<file path="src/rtl/rtcw_defs.svh">
// constants of the timekeeping, watchdog and supervisor core
// Operation
// - time, calendar and watchdog bytes held as BCD tens and units digits
// - month-end rollover for short months, leap years corrected through 2099
// - weekday advances at midnight, cycling 01 to 07
// - hours bit 6 high selects 12-hour counting, low selects 24-hour
// - hours bit 5 is pm_indicator in 12-hour mode, twenties digit otherwise
// - fixed-zero bits read zero, general-purpose bits store what software wrote
// - watchdog is a 4-digit BCD down counter at 08h-09h, 10 ms steps
// - watchdog write loads counter and seed; reloads always come from the seed
// - watchdog read latches count for output and, with wdog_counter_on high, reloads counter from seed
// - with wdog_counter_on low the watchdog stops and acts as 16-bit storage
// - all-zero count with wdog_counter_on high disables counting, no alarm flag
// - enabled non-zero count decrements every 10 ms, sets wdog_alarm_flag at zero
// - expiry with wdog_drives_reset high pulses reset low, blocking access meanwhile
// - any watchdog register access before expiry reloads and restarts the count
// - power-fail blocks access and holds reset low, plus reset time after recovery
// - osc_off_on_battery set adds oscillator startup time to the recovery hold
// - outside reset cycles a falling reset pin starts a debounce drive, blocking access
// - after debounce wait for release, then drive reset low for reset time
// - osc_halt_flag bit 7 sets on oscillator stop, clears only by writing zero
// - wdog_alarm_flag bit 6 survives the pulse, clears only by writing zero
// - flag register bits 5 to 0 read zero and ignore writes
// - hundredths tick divides 4096 Hz by 41 twenty-four times then 40 once
// - bus START or pointer return to 00h copies live time into read shadow
// - timekeeping address pointer wraps from 0Ch to 00h
// - with wdog_drives_reset low expiry only sets the alarm flag
`ifndef RTCW_DEFS_SVH
`define RTCW_DEFS_SVH
`define RTCW_A_CS 4'h0
`define RTCW_A_SEC 4'h1
`define RTCW_A_MIN 4'h2
`define RTCW_A_HR 4'h3
`define RTCW_A_WDAY 4'h4
`define RTCW_A_DATE 4'h5
`define RTCW_A_MON 4'h6
`define RTCW_A_YEAR 4'h7
`define RTCW_A_WDLO 4'h8
`define RTCW_A_WDHI 4'h9
`define RTCW_A_CHG 4'ha
`define RTCW_A_FLAG 4'hb
`define RTCW_A_CTRL 4'hc
`define RTCW_M_CS 8'hff
`define RTCW_M_SEC 8'h7f
`define RTCW_M_HR 8'h7f
`define RTCW_M_WDAY 8'h0f
`define RTCW_M_DATE 8'h3f
`define RTCW_M_MON 8'h3f
`define RTCW_B_OSF 7
`define RTCW_B_WF 6
`define RTCW_B_OSC_OFF_ON_BATTERY 7
`define RTCW_B_WDE 1
`define RTCW_B_WDRST 0
`define RTCW_B_H12 6
`define RTCW_B_PM 5
`define RTCW_DIV_LONG 6'h29
`define RTCW_DIV_SHORT 6'h28
`define RTCW_DIV_LAST 5'h18
`define RTCW_TICK_MS 10
`define RTCW_RST_PULSE_MS 250
`define RTCW_DEBOUNCE_MS 250
`define RTCW_OSC_START_MS 1000
`define RTCW_RST_PULSE_CS (`RTCW_RST_PULSE_MS / `RTCW_TICK_MS)
`define RTCW_DEBOUNCE_CS (`RTCW_DEBOUNCE_MS / `RTCW_TICK_MS)
`define RTCW_OSC_START_CS (`RTCW_OSC_START_MS / `RTCW_TICK_MS)
`endif

</file>
<file path="src/rtl/rtcw_pkg.sv">
// types of the timekeeping, watchdog and supervisor core
package rtcw_pkg;
   // supervisor states, gray along idle-debounce-wait-hold
   typedef enum logic [2:0] {
      SV_IDLE = 3'h0,
      SV_DEB = 3'h1,
      SV_WREL = 3'h3,
      SV_HOLD = 3'h2,
      SV_PFAIL = 3'h6
   } rtcw_sv_t;

   typedef struct packed {
      logic start;
      logic ptr_set;
      logic [3:0] ptr;
      logic wr;
      logic rd;
      logic [7:0] wdata;
   } rtcw_req_t;

   typedef struct packed {
      logic s1;
      logic s2;
      logic s3;
      logic q;
   } rtcw_sync_t;

   typedef struct packed {
      logic [7:0][7:0] tm;
      logic [7:0][7:0] sh;
      logic [15:0] wd_cnt;
      logic [15:0] wd_seed;
      logic [15:0] wd_hold;
      logic wd_pair;
      logic [7:0] chg;
      logic osc_halt_flag;
      logic wf;
      logic osc_off_on_battery;
      logic wdog_counter_on;
      logic wdrst;
      logic [3:0] ptr;
      logic [7:0] rdata;
      logic [5:0] div;
      logic [4:0] phase;
      rtcw_sv_t sv;
      logic [11:0] sv_cnt;
      logic drive;
      logic busy;
      logic osc_en;
      logic tk_prev;
      logic osc_prev;
      logic pin_prev;
   } rtcw_st_t;
endpackage

</file>
<file path="src/rtl/rtcw_sync3.sv">
// three-stage synchroniser with agreement filter for asynchronous inputs
`timescale 1ns/1ps
module rtcw_sync3 #(
   parameter logic RST_VAL = 1'b0
) (
   input wire logic i_clk,
   input wire logic i_arst_n,
   input wire logic i_d,
   output logic o_q
);
   rtcw_pkg::rtcw_sync_t st_r;
   rtcw_pkg::rtcw_sync_t st_nxt;

   // s1 feeds s2 only; the level moves once s2 and s3 agree
   always_comb begin
      st_nxt = st_r;
      st_nxt.s1 = i_d;
      st_nxt.s2 = st_r.s1;
      st_nxt.s3 = st_r.s2;
      if (st_r.s2 == st_r.s3) begin
         st_nxt.q = st_r.s3;
      end
   end

   always_ff @(posedge i_clk or negedge i_arst_n) begin
      if (!i_arst_n) begin
         st_r <= {RST_VAL, RST_VAL, RST_VAL, RST_VAL};
      end else begin
         st_r <= st_nxt;
      end
   end

   assign o_q = st_r.q;
endmodule

</file>
<file path="src/rtl/rtcw_core.sv">
// timekeeping, watchdog and reset supervisor core behind the serial slave
`timescale 1ns/1ps
`include "rtcw_defs.svh"
module rtcw_core (
   input wire logic i_clk,
   input wire logic i_arst_n,
   input wire logic i_tick_4k,
   input wire logic i_pwr_fail,
   input wire logic i_osc_run,
   input wire logic i_rst_pin_in,
   input wire rtcw_pkg::rtcw_req_t i_req,
   output logic [7:0] o_rdata,
   output logic o_busy,
   output logic o_rst_pin_out,
   output logic o_rst_pin_oe,
   output logic [7:0] o_charge_sel,
   output logic o_osc_en
);
   // ---------------------------------------------------------------
   // state and synchronised inputs
   // ---------------------------------------------------------------
   rtcw_pkg::rtcw_st_t st_r;
   rtcw_pkg::rtcw_st_t st_nxt;
   logic tk_lvl, pf_lvl, osc_lvl, pin_lvl;
   logic cs, c, ok, expire, pin_fall;
   logic [8:0] r;
   logic [7:0] h, md;
   logic [3:0] a;
   logic [15:0] wd_dec;
   rtcw_sync3 #(.RST_VAL(1'b0)) u_tick (
      .i_clk(i_clk), .i_arst_n(i_arst_n), .i_d(i_tick_4k), .o_q(tk_lvl));
   rtcw_sync3 #(.RST_VAL(1'b1)) u_pfail (
      .i_clk(i_clk), .i_arst_n(i_arst_n), .i_d(i_pwr_fail), .o_q(pf_lvl));
   rtcw_sync3 #(.RST_VAL(1'b0)) u_osc (
      .i_clk(i_clk), .i_arst_n(i_arst_n), .i_d(i_osc_run), .o_q(osc_lvl));
   rtcw_sync3 #(.RST_VAL(1'b1)) u_pin (
      .i_clk(i_clk), .i_arst_n(i_arst_n), .i_d(i_rst_pin_in), .o_q(pin_lvl));

   // ---------------------------------------------------------------
   // bcd helpers
   // ---------------------------------------------------------------
   // returns {carry, next}; at or past top it rolls to lo
   function automatic logic [8:0] f_inc(logic [7:0] v, logic [7:0] top, logic [7:0] lo);
      if (v >= top) begin
         return {1'b1, lo};
      end else if (v[3:0] == 4'h9) begin
         return {1'b0, v[7:4] + 4'h1, 4'h0};
      end else begin
         return {1'b0, v[7:4], v[3:0] + 4'h1};
      end
   endfunction
   function automatic logic [7:0] f_mdays(logic [7:0] mon, logic [7:0] yr);
      logic leap;
      leap = yr[4] ? (yr[3:0] == 4'h2 || yr[3:0] == 4'h6)
                   : (yr[3:0] == 4'h0 || yr[3:0] == 4'h4 || yr[3:0] == 4'h8);
      case (mon[4:0])
         5'h02: return leap ? 8'h29 : 8'h28;
         5'h04, 5'h06, 5'h09, 5'h11: return 8'h30;
         default: return 8'h31;
      endcase
   endfunction
   function automatic logic [15:0] f_dec16(logic [15:0] v);
      logic [15:0] o;
      logic b;
      o = v;
      b = 1'b1;
      for (int i = 0; i < 4; i++) begin
         if (b) begin
            if (v[4*i +: 4] == 4'h0) begin
               o[4*i +: 4] = 4'h9;
            end else begin
               o[4*i +: 4] = v[4*i +: 4] - 4'h1;
               b = 1'b0;
            end
         end
      end
      return o;
   endfunction
   function automatic logic [7:0] f_mask(logic [3:0] ad);
      case (ad)
         `RTCW_A_SEC, `RTCW_A_MIN: return `RTCW_M_SEC;
         `RTCW_A_HR: return `RTCW_M_HR;
         `RTCW_A_WDAY: return `RTCW_M_WDAY;
         `RTCW_A_DATE: return `RTCW_M_DATE;
         `RTCW_A_MON: return `RTCW_M_MON;
         default: return `RTCW_M_CS;
      endcase
   endfunction

   // ---------------------------------------------------------------
   // next state
   // ---------------------------------------------------------------
   always_comb begin
      st_nxt = st_r;
      cs = 1'b0;
      c = 1'b0;
      r = 9'h000;
      h = st_r.tm[`RTCW_A_HR];
      md = 8'h00;
      a = st_r.ptr;
      expire = 1'b0;
      wd_dec = f_dec16(st_r.wd_cnt);
      pin_fall = st_r.pin_prev & ~pin_lvl;
      ok = (st_r.sv == rtcw_pkg::SV_IDLE) & ~pf_lvl;
      st_nxt.tk_prev = tk_lvl;
      st_nxt.osc_prev = osc_lvl;
      st_nxt.pin_prev = pin_lvl;
      // 4096 Hz to 100 Hz: 24 periods of 41, then one of 40
      if (tk_lvl & ~st_r.tk_prev) begin
         if (st_r.div == ((st_r.phase == `RTCW_DIV_LAST) ? `RTCW_DIV_SHORT - 6'h01
                                                         : `RTCW_DIV_LONG - 6'h01)) begin
            st_nxt.div = 6'h00;
            cs = 1'b1;
            st_nxt.phase = (st_r.phase == `RTCW_DIV_LAST) ? 5'h00 : st_r.phase + 5'h01;
         end else begin
            st_nxt.div = st_r.div + 6'h01;
         end
      end
      // clock and calendar carry chain
      if (cs) begin
         r = f_inc(st_r.tm[`RTCW_A_CS], 8'h99, 8'h00);
         st_nxt.tm[`RTCW_A_CS] = r[7:0];
         c = r[8];
         if (c) begin
            r = f_inc(st_r.tm[`RTCW_A_SEC], 8'h59, 8'h00);
            st_nxt.tm[`RTCW_A_SEC] = r[7:0];
            c = r[8];
         end
         if (c) begin
            r = f_inc(st_r.tm[`RTCW_A_MIN], 8'h59, 8'h00);
            st_nxt.tm[`RTCW_A_MIN] = r[7:0];
            c = r[8];
         end
         if (c) begin
            if (h[`RTCW_B_H12]) begin
               if (h[4:0] == 5'h11) begin
                  // 11 to 12 flips the half; only 11 pm to 12 am is midnight
                  st_nxt.tm[`RTCW_A_HR] = {h[7:6], ~h[`RTCW_B_PM], 5'h12};
                  c = h[`RTCW_B_PM];
               end else begin
                  r = f_inc({3'h0, h[4:0]}, 8'h12, 8'h01);
                  st_nxt.tm[`RTCW_A_HR] = {h[7:5], r[4:0]};
                  c = 1'b0;
               end
            end else begin
               r = f_inc({2'h0, h[5:0]}, 8'h23, 8'h00);
               st_nxt.tm[`RTCW_A_HR] = {h[7:6], r[5:0]};
               c = r[8];
            end
         end
         if (c) begin
            r = f_inc({5'h00, st_r.tm[`RTCW_A_WDAY][2:0]}, 8'h07, 8'h01);
            st_nxt.tm[`RTCW_A_WDAY] = {st_r.tm[`RTCW_A_WDAY][7:3], r[2:0]};
            md = f_mdays(st_r.tm[`RTCW_A_MON], st_r.tm[`RTCW_A_YEAR]);
            r = f_inc({2'h0, st_r.tm[`RTCW_A_DATE][5:0]}, md, 8'h01);
            st_nxt.tm[`RTCW_A_DATE] = r[7:0];
            c = r[8];
         end
         if (c) begin
            r = f_inc({3'h0, st_r.tm[`RTCW_A_MON][4:0]}, 8'h12, 8'h01);
            st_nxt.tm[`RTCW_A_MON] = {st_r.tm[`RTCW_A_MON][7:5], r[4:0]};
            c = r[8];
         end
         if (c) begin
            r = f_inc(st_r.tm[`RTCW_A_YEAR], 8'h99, 8'h00);
            st_nxt.tm[`RTCW_A_YEAR] = r[7:0];
         end
      end
      // watchdog countdown; a zero count never reaches expiry
      if (cs & st_r.wdog_counter_on & (st_r.wd_cnt != 16'h0000)) begin
         st_nxt.wd_cnt = wd_dec;
         expire = (wd_dec == 16'h0000);
      end
      // register access; host writes override the tick in the same cycle
      if (i_req.start) begin
         st_nxt.sh = st_r.tm;
      end else if (i_req.ptr_set) begin
         st_nxt.ptr = i_req.ptr;
         if (i_req.ptr == `RTCW_A_CS) begin
            st_nxt.sh = st_r.tm;
         end
      end else if (ok & (i_req.wr | i_req.rd)) begin
         st_nxt.wd_pair = 1'b0;
         if (i_req.wr) begin
            case (a)
               `RTCW_A_CS, `RTCW_A_SEC, `RTCW_A_MIN, `RTCW_A_HR, `RTCW_A_WDAY,
               `RTCW_A_DATE, `RTCW_A_MON, `RTCW_A_YEAR: begin
                  st_nxt.tm[a[2:0]] = i_req.wdata & f_mask(a);
               end
               `RTCW_A_WDLO: begin
                  st_nxt.wd_seed[7:0] = i_req.wdata;
                  st_nxt.wd_cnt = {st_r.wd_seed[15:8], i_req.wdata};
               end
               `RTCW_A_WDHI: begin
                  st_nxt.wd_seed[15:8] = i_req.wdata;
                  st_nxt.wd_cnt = {i_req.wdata, st_r.wd_seed[7:0]};
               end
               `RTCW_A_CHG: st_nxt.chg = i_req.wdata;
               `RTCW_A_FLAG: begin
                  // ones are ignored; lower bits do not exist
                  st_nxt.osc_halt_flag = st_r.osc_halt_flag & i_req.wdata[`RTCW_B_OSF];
                  st_nxt.wf = st_r.wf & i_req.wdata[`RTCW_B_WF];
               end
               `RTCW_A_CTRL: begin
                  st_nxt.osc_off_on_battery = i_req.wdata[`RTCW_B_OSC_OFF_ON_BATTERY];
                  st_nxt.wdog_counter_on = i_req.wdata[`RTCW_B_WDE];
                  st_nxt.wdrst = i_req.wdata[`RTCW_B_WDRST];
               end
               default: st_nxt.chg = st_r.chg;
            endcase
         end else begin
            case (a)
               `RTCW_A_CS, `RTCW_A_SEC, `RTCW_A_MIN, `RTCW_A_HR, `RTCW_A_WDAY,
               `RTCW_A_DATE, `RTCW_A_MON, `RTCW_A_YEAR: begin
                  st_nxt.rdata = st_r.sh[a[2:0]];
               end
               `RTCW_A_WDLO: begin
                  st_nxt.wd_hold = st_r.wd_cnt;
                  st_nxt.rdata = st_r.wd_cnt[7:0];
                  st_nxt.wd_pair = 1'b1;
               end
               `RTCW_A_WDHI: begin
                  // high byte follows a low-byte read from the same latch
                  st_nxt.wd_hold = st_r.wd_pair ? st_r.wd_hold : st_r.wd_cnt;
                  st_nxt.rdata = st_r.wd_pair ? st_r.wd_hold[15:8] : st_r.wd_cnt[15:8];
               end
               `RTCW_A_CHG: st_nxt.rdata = st_r.chg;
               `RTCW_A_FLAG: st_nxt.rdata = {st_r.osc_halt_flag, st_r.wf, 6'h00};
               `RTCW_A_CTRL: st_nxt.rdata = {st_r.osc_off_on_battery, 5'h00, st_r.wdog_counter_on, st_r.wdrst};
               default: st_nxt.rdata = 8'h00;
            endcase
            if (st_r.wdog_counter_on & (a == `RTCW_A_WDLO || a == `RTCW_A_WDHI)) begin
               st_nxt.wd_cnt = st_r.wd_seed;
            end
         end
         if (a >= `RTCW_A_CTRL) begin
            st_nxt.ptr = `RTCW_A_CS;
            st_nxt.sh = st_r.tm;
         end else begin
            st_nxt.ptr = a + 4'h1;
         end
      end
      // hardware sets win over a clearing write in the same cycle
      if (expire) begin
         st_nxt.wf = 1'b1;
      end
      if (st_r.osc_prev & ~osc_lvl) begin
         st_nxt.osc_halt_flag = 1'b1;
      end
      // supervisor; times counted in hundredths ticks
      if (cs && st_r.sv_cnt != 12'h000) begin
         st_nxt.sv_cnt = st_r.sv_cnt - 12'h001;
      end
      unique case (st_r.sv)
         rtcw_pkg::SV_IDLE: begin
            // edges are watched only here, so self-driven lows never count
            if (pin_fall) begin
               st_nxt.sv = rtcw_pkg::SV_DEB;
               st_nxt.sv_cnt = 12'(`RTCW_DEBOUNCE_CS);
            end else if (expire & st_r.wdrst) begin
               st_nxt.sv = rtcw_pkg::SV_HOLD;
               st_nxt.sv_cnt = 12'(`RTCW_RST_PULSE_CS);
            end
         end
         rtcw_pkg::SV_DEB: begin
            if (st_r.sv_cnt == 12'h000) begin
               st_nxt.sv = rtcw_pkg::SV_WREL;
            end
         end
         rtcw_pkg::SV_WREL: begin
            if (pin_lvl) begin
               st_nxt.sv = rtcw_pkg::SV_HOLD;
               st_nxt.sv_cnt = 12'(`RTCW_RST_PULSE_CS);
            end
         end
         rtcw_pkg::SV_HOLD: begin
            if (st_r.sv_cnt == 12'h000) begin
               st_nxt.sv = rtcw_pkg::SV_IDLE;
            end
         end
         rtcw_pkg::SV_PFAIL: begin
            if (!pf_lvl) begin
               st_nxt.sv = rtcw_pkg::SV_HOLD;
               st_nxt.sv_cnt = st_r.osc_off_on_battery ? 12'(`RTCW_RST_PULSE_CS + `RTCW_OSC_START_CS)
                                         : 12'(`RTCW_RST_PULSE_CS);
            end
         end
         default: st_nxt.sv = rtcw_pkg::SV_IDLE;
      endcase
      if (pf_lvl) begin
         st_nxt.sv = rtcw_pkg::SV_PFAIL;
      end
      st_nxt.drive = (st_nxt.sv != rtcw_pkg::SV_IDLE) && (st_nxt.sv != rtcw_pkg::SV_WREL);
      st_nxt.busy = (st_nxt.sv != rtcw_pkg::SV_IDLE);
      // oscillator may stop only while on battery with the stop option set
      st_nxt.osc_en = ~(st_r.osc_off_on_battery & pf_lvl);
   end
   always_ff @(posedge i_clk or negedge i_arst_n) begin
      if (!i_arst_n) begin
         st_r <= '0;
         st_r.osc_halt_flag <= 1'b1;
         st_r.osc_en <= 1'b1;
         st_r.pin_prev <= 1'b1;
         st_r.sv <= rtcw_pkg::SV_PFAIL;
         st_r.drive <= 1'b1;
         st_r.busy <= 1'b1;
      end else begin
         st_r <= st_nxt;
      end
   end
   assign o_rdata = st_r.rdata;
   assign o_busy = st_r.busy;
   assign o_rst_pin_out = 1'b0;
   assign o_rst_pin_oe = st_r.drive;
   assign o_charge_sel = st_r.chg;
   assign o_osc_en = st_r.osc_en;

   logic acc;
   assign acc = ok & ~i_req.start & ~i_req.ptr_set;
endmodule

</file>
<file path="config.mk">
export PLATFORM = sky130hd
export DESIGN_NAME = rtcw_core
export DESIGN_NICKNAME = d
export VERILOG_FILES = /design/src/rtl/rtcw_pkg.sv /design/src/rtl/rtcw_sync3.sv /design/src/rtl/rtcw_core.sv
export VERILOG_INCLUDE_DIRS = /design/src /design/src/rtl
export SDC_FILE = /design/constraint.sdc
export NUM_CORES = 1
export LEC_CHECK = 0
export ABC_AREA = 0
export BUFFER_PORTS_ARGS = -buffer_cell sky130_fd_sc_hd__clkbuf_2
export CAP_MARGIN = 20
export CORE_MARGIN = 1
export CORE_UTILIZATION = 67
export CTS_CLUSTER_DIAMETER = 100
export DETAILED_ROUTE_END_ITERATION = 16
export PLACE_DENSITY_LB_ADDON = 0.25
export SLEW_MARGIN = 20
export SYNTH_ARGS = -nofsm -noshare
export SYNTH_HDL_FRONTEND = slang
export SYNTH_SLANG_ARGS = --single-unit
export TNS_END_PERCENT = 5
</file>
<file path="constraint.sdc">
create_clock -name i_clk -period 6.03 [get_ports i_clk]
set_clock_uncertainty 0.1 [all_clocks]
set_input_delay 0.603 -clock i_clk [delete_from_list [all_inputs] [get_ports i_clk]]
set_output_delay 0.603 -clock i_clk [all_outputs]
set_load 0.01 [all_outputs]
</file>
==> metrics.txt <==
Final ANT Viol Nets=0; Fmax achieved=235.4 MHz; Netlist cell types=74; final hold violation count=10; DRC viols=0; Final min period=4.247 ns; Final setup violation count=0; clk slew on worst S/H paths=0.06 ns; met3 usage=0.06263; Clock Tree Buf Depth=3; Final Max Slew Viols=0; PortBufs=40; Tcrit/Tclk final=0.7043; Core Box Area=0.01827 sq mm; setup ws final=1.783 ns; first-pass GRT wire length=51,940 microns; largest net degree at the start of global routing=98; DRT iter0 DRCs=1,032; failing checks=hold timing; VDD IR max=0.2705 mV; Placed Cells incl. Taps=1,443; layout cells sized above 1=0.1805; sequential-to-total area share from yosys stat=0.4787; most common cell after layout, fill and taps aside=dfrtp_1; Area Growth Syn to Fin=9.151%; synthesis-stage register bit count=242; Hold Slack=-0.01294 ns; Die Y=139.6 microns; CTS resizes=0; Post-Syn Area=0.01269 sq mm; CTS Sinks=242; Post-synth EDFFs=0; Hold-fix buffers, CTS=0; Finished Layout Cells=1,492; met1 Track Usage GR=0.4578; worst endpoint required time=6.28 ns; Max Fanout on Critical Path=11; Yosys warning count=0; Cells after Synth=1,251; Critical Path AT=4.50 ns; Most Crowded Layer GR=met2; most frequent cells in the layout=227 x dfrtp_1, 156 x nand2_1, 91 x o21ai_0; Slew headroom=0.3121; DP HPWL=21,530 microns; RSZ-0062 raised after global routing=no; Critical Path End Type=flop; Initial Utilization=0.6945; post-DR wirelength/cell=21.64 microns; HP Class=in -> async; RD Place Congestion=0.9237; worst-margin pin slew=1.025 ns; power per standard cell area=310.4 mW/mm^2; FFs w/ async S/R, synth=1.000; vias in the first global route=9,666; filler instances=1,214; area of the multi-input gates=0.006141 sq mm; top_reg_cell synth=dfrtp_1; Total Wirelength=32,290 microns; Overall Global Routing Usage=0.3401; setup tns final=0 ns; Clk Latency, worst-skew pair=0.53 ns; CTS tree=yes; Die Wd=139.6 microns; routing usage on met2=0.5438; die area=0.01949 sq mm; Rows=49; Pleak=5.903 nW; status=finished with violations; htree depth=1; critical path class=reg -> reg; pre-CTS setup slack=1.635 ns; Vias=10,060; Post-DP Area=0.01287 sq mm; Ports=42; Util after Layout=0.7580; clk root buf=clkbuf_16; router iterations before antenna repair=7; register area=0.006075 sq mm; mean area per synthesized cell=10.14 sq um; Synth Net Count=1,300; number of diodes=0; Max Cap Viol=0; vias per cell=6.740; Setup crit start kind=flop; Tot Pwr=4.299 mW; number of setup buffers added after CTS=0; design area=0.01385 sq mm; fin nets=1,292; CTS Buf Count=26; Remaining Overflow, GRT=0; antenna violations before repair=0
-- cells by family after synthesis --
family | share of synthesized area
AO/OA/AOI/OAI | 0.1485
XOR/XNOR | 0.01450
adder cells (fa/ha/maj) | 0.02978
buffers and inverters | 0.03964
flip-flops | 0.4787
multiplexers | 0.1254
other | 0.0002955
AND/OR/NAND/NOR | 0.1631
-- cell usage after synthesis, types with 17 or more instances --
cell type    n  area [sq um]
clkbuf_1    63         236.5
buf_4       17         127.6
ha_1        27         337.8
dfrtp_1    227          5680
o21ai_0     91         455.4
nor3_1      23         115.1
nor2b_1     17         106.4
nor4_1      18         112.6
nand3_1     44         220.2
o211ai_1    19         142.6
a21oi_1     46         230.2
nor2_1      81         304.0
nand2_1    156         585.6
inv_1       29         108.9
mux2i_1     26         260.3
mux2_2      85         957.2
-- power by group --
group / internal, mW / switching [mW]
Sequential: 1.77 / 0.165
Combinational: 0.260 / 0.372
Clock: 1.07 / 0.667
-- area by class of cell --
cell class,count,area share
inverters,30,0.008131
flip-flops and latches,242,0.4386
clock buffers,37,0.05583
repair buffers,50,0.02060
multi-input cells,893,0.4434
well taps,229,0.02069
clock inverters,11,0.01274
-- critical path, stage by stage (launching register included) --
cell       delay (ns)
dfrtp_1          0.50
a211oi_1         0.09
a31oi_1          0.16
o21ai_0          0.09
a2111oi_0        0.43
a31oi_1          0.09
ha_1             0.29
nor4b_1          0.05
o211ai_1         0.47
buf_4            0.27
nor2b_1          0.64
nand4_1          0.45
o21ai_0          0.32
a22oi_1          0.12
-- layer usage --
metal / part of all wire / vias to the layer above
li1: - / 4560
met1: 0.41 / 4925
met2: 0.47 / 468
met3: 0.078 / 103
met4: 0.040 / 0
met5: 0 / -
-- path summary, 6_finish.rpt --
check | slack (ns) | end | cells after the start | startpoint
worst max-delay path | 1.78 | st_r[232] | 13 | st_r[227]
worst min-delay path | -0.01 | st_r[86] | 1 | i_arst_n
worst max register to register | 1.78 | st_r[232] | 13 | st_r[227]
worst min register to register | 0.25 | u_osc.st_nxt[1] | 0 | u_osc.st_nxt[2]
max in group asynchronous | 4.36 | h[1] | 2 | i_arst_n
min in group i_clk | 0.05 | u_pfail.st_nxt[2] | 1 | i_pwr_fail
-- flip-flops by register name, indices dropped and copies added (netlist names) --
name,count
o_busy,1
u_tick.st_r,1
u_osc.o_q,1
u_pin.st_r,1
u_pin.o_q,1
u_osc.st_nxt,2
u_tick.st_nxt,2
u_pin.st_nxt,2
a,4
o_charge_sel,8
st_r,195
u_pfail.o_q,1
u_pfail.st_r,1
u_tick.o_q,1
h,8
o_rdata,8
o_rst_pin_oe,1
o_osc_en,1
u_osc.st_r,1
u_pfail.st_nxt,2
Note: power is estimated with default switching activity, not from simulation.
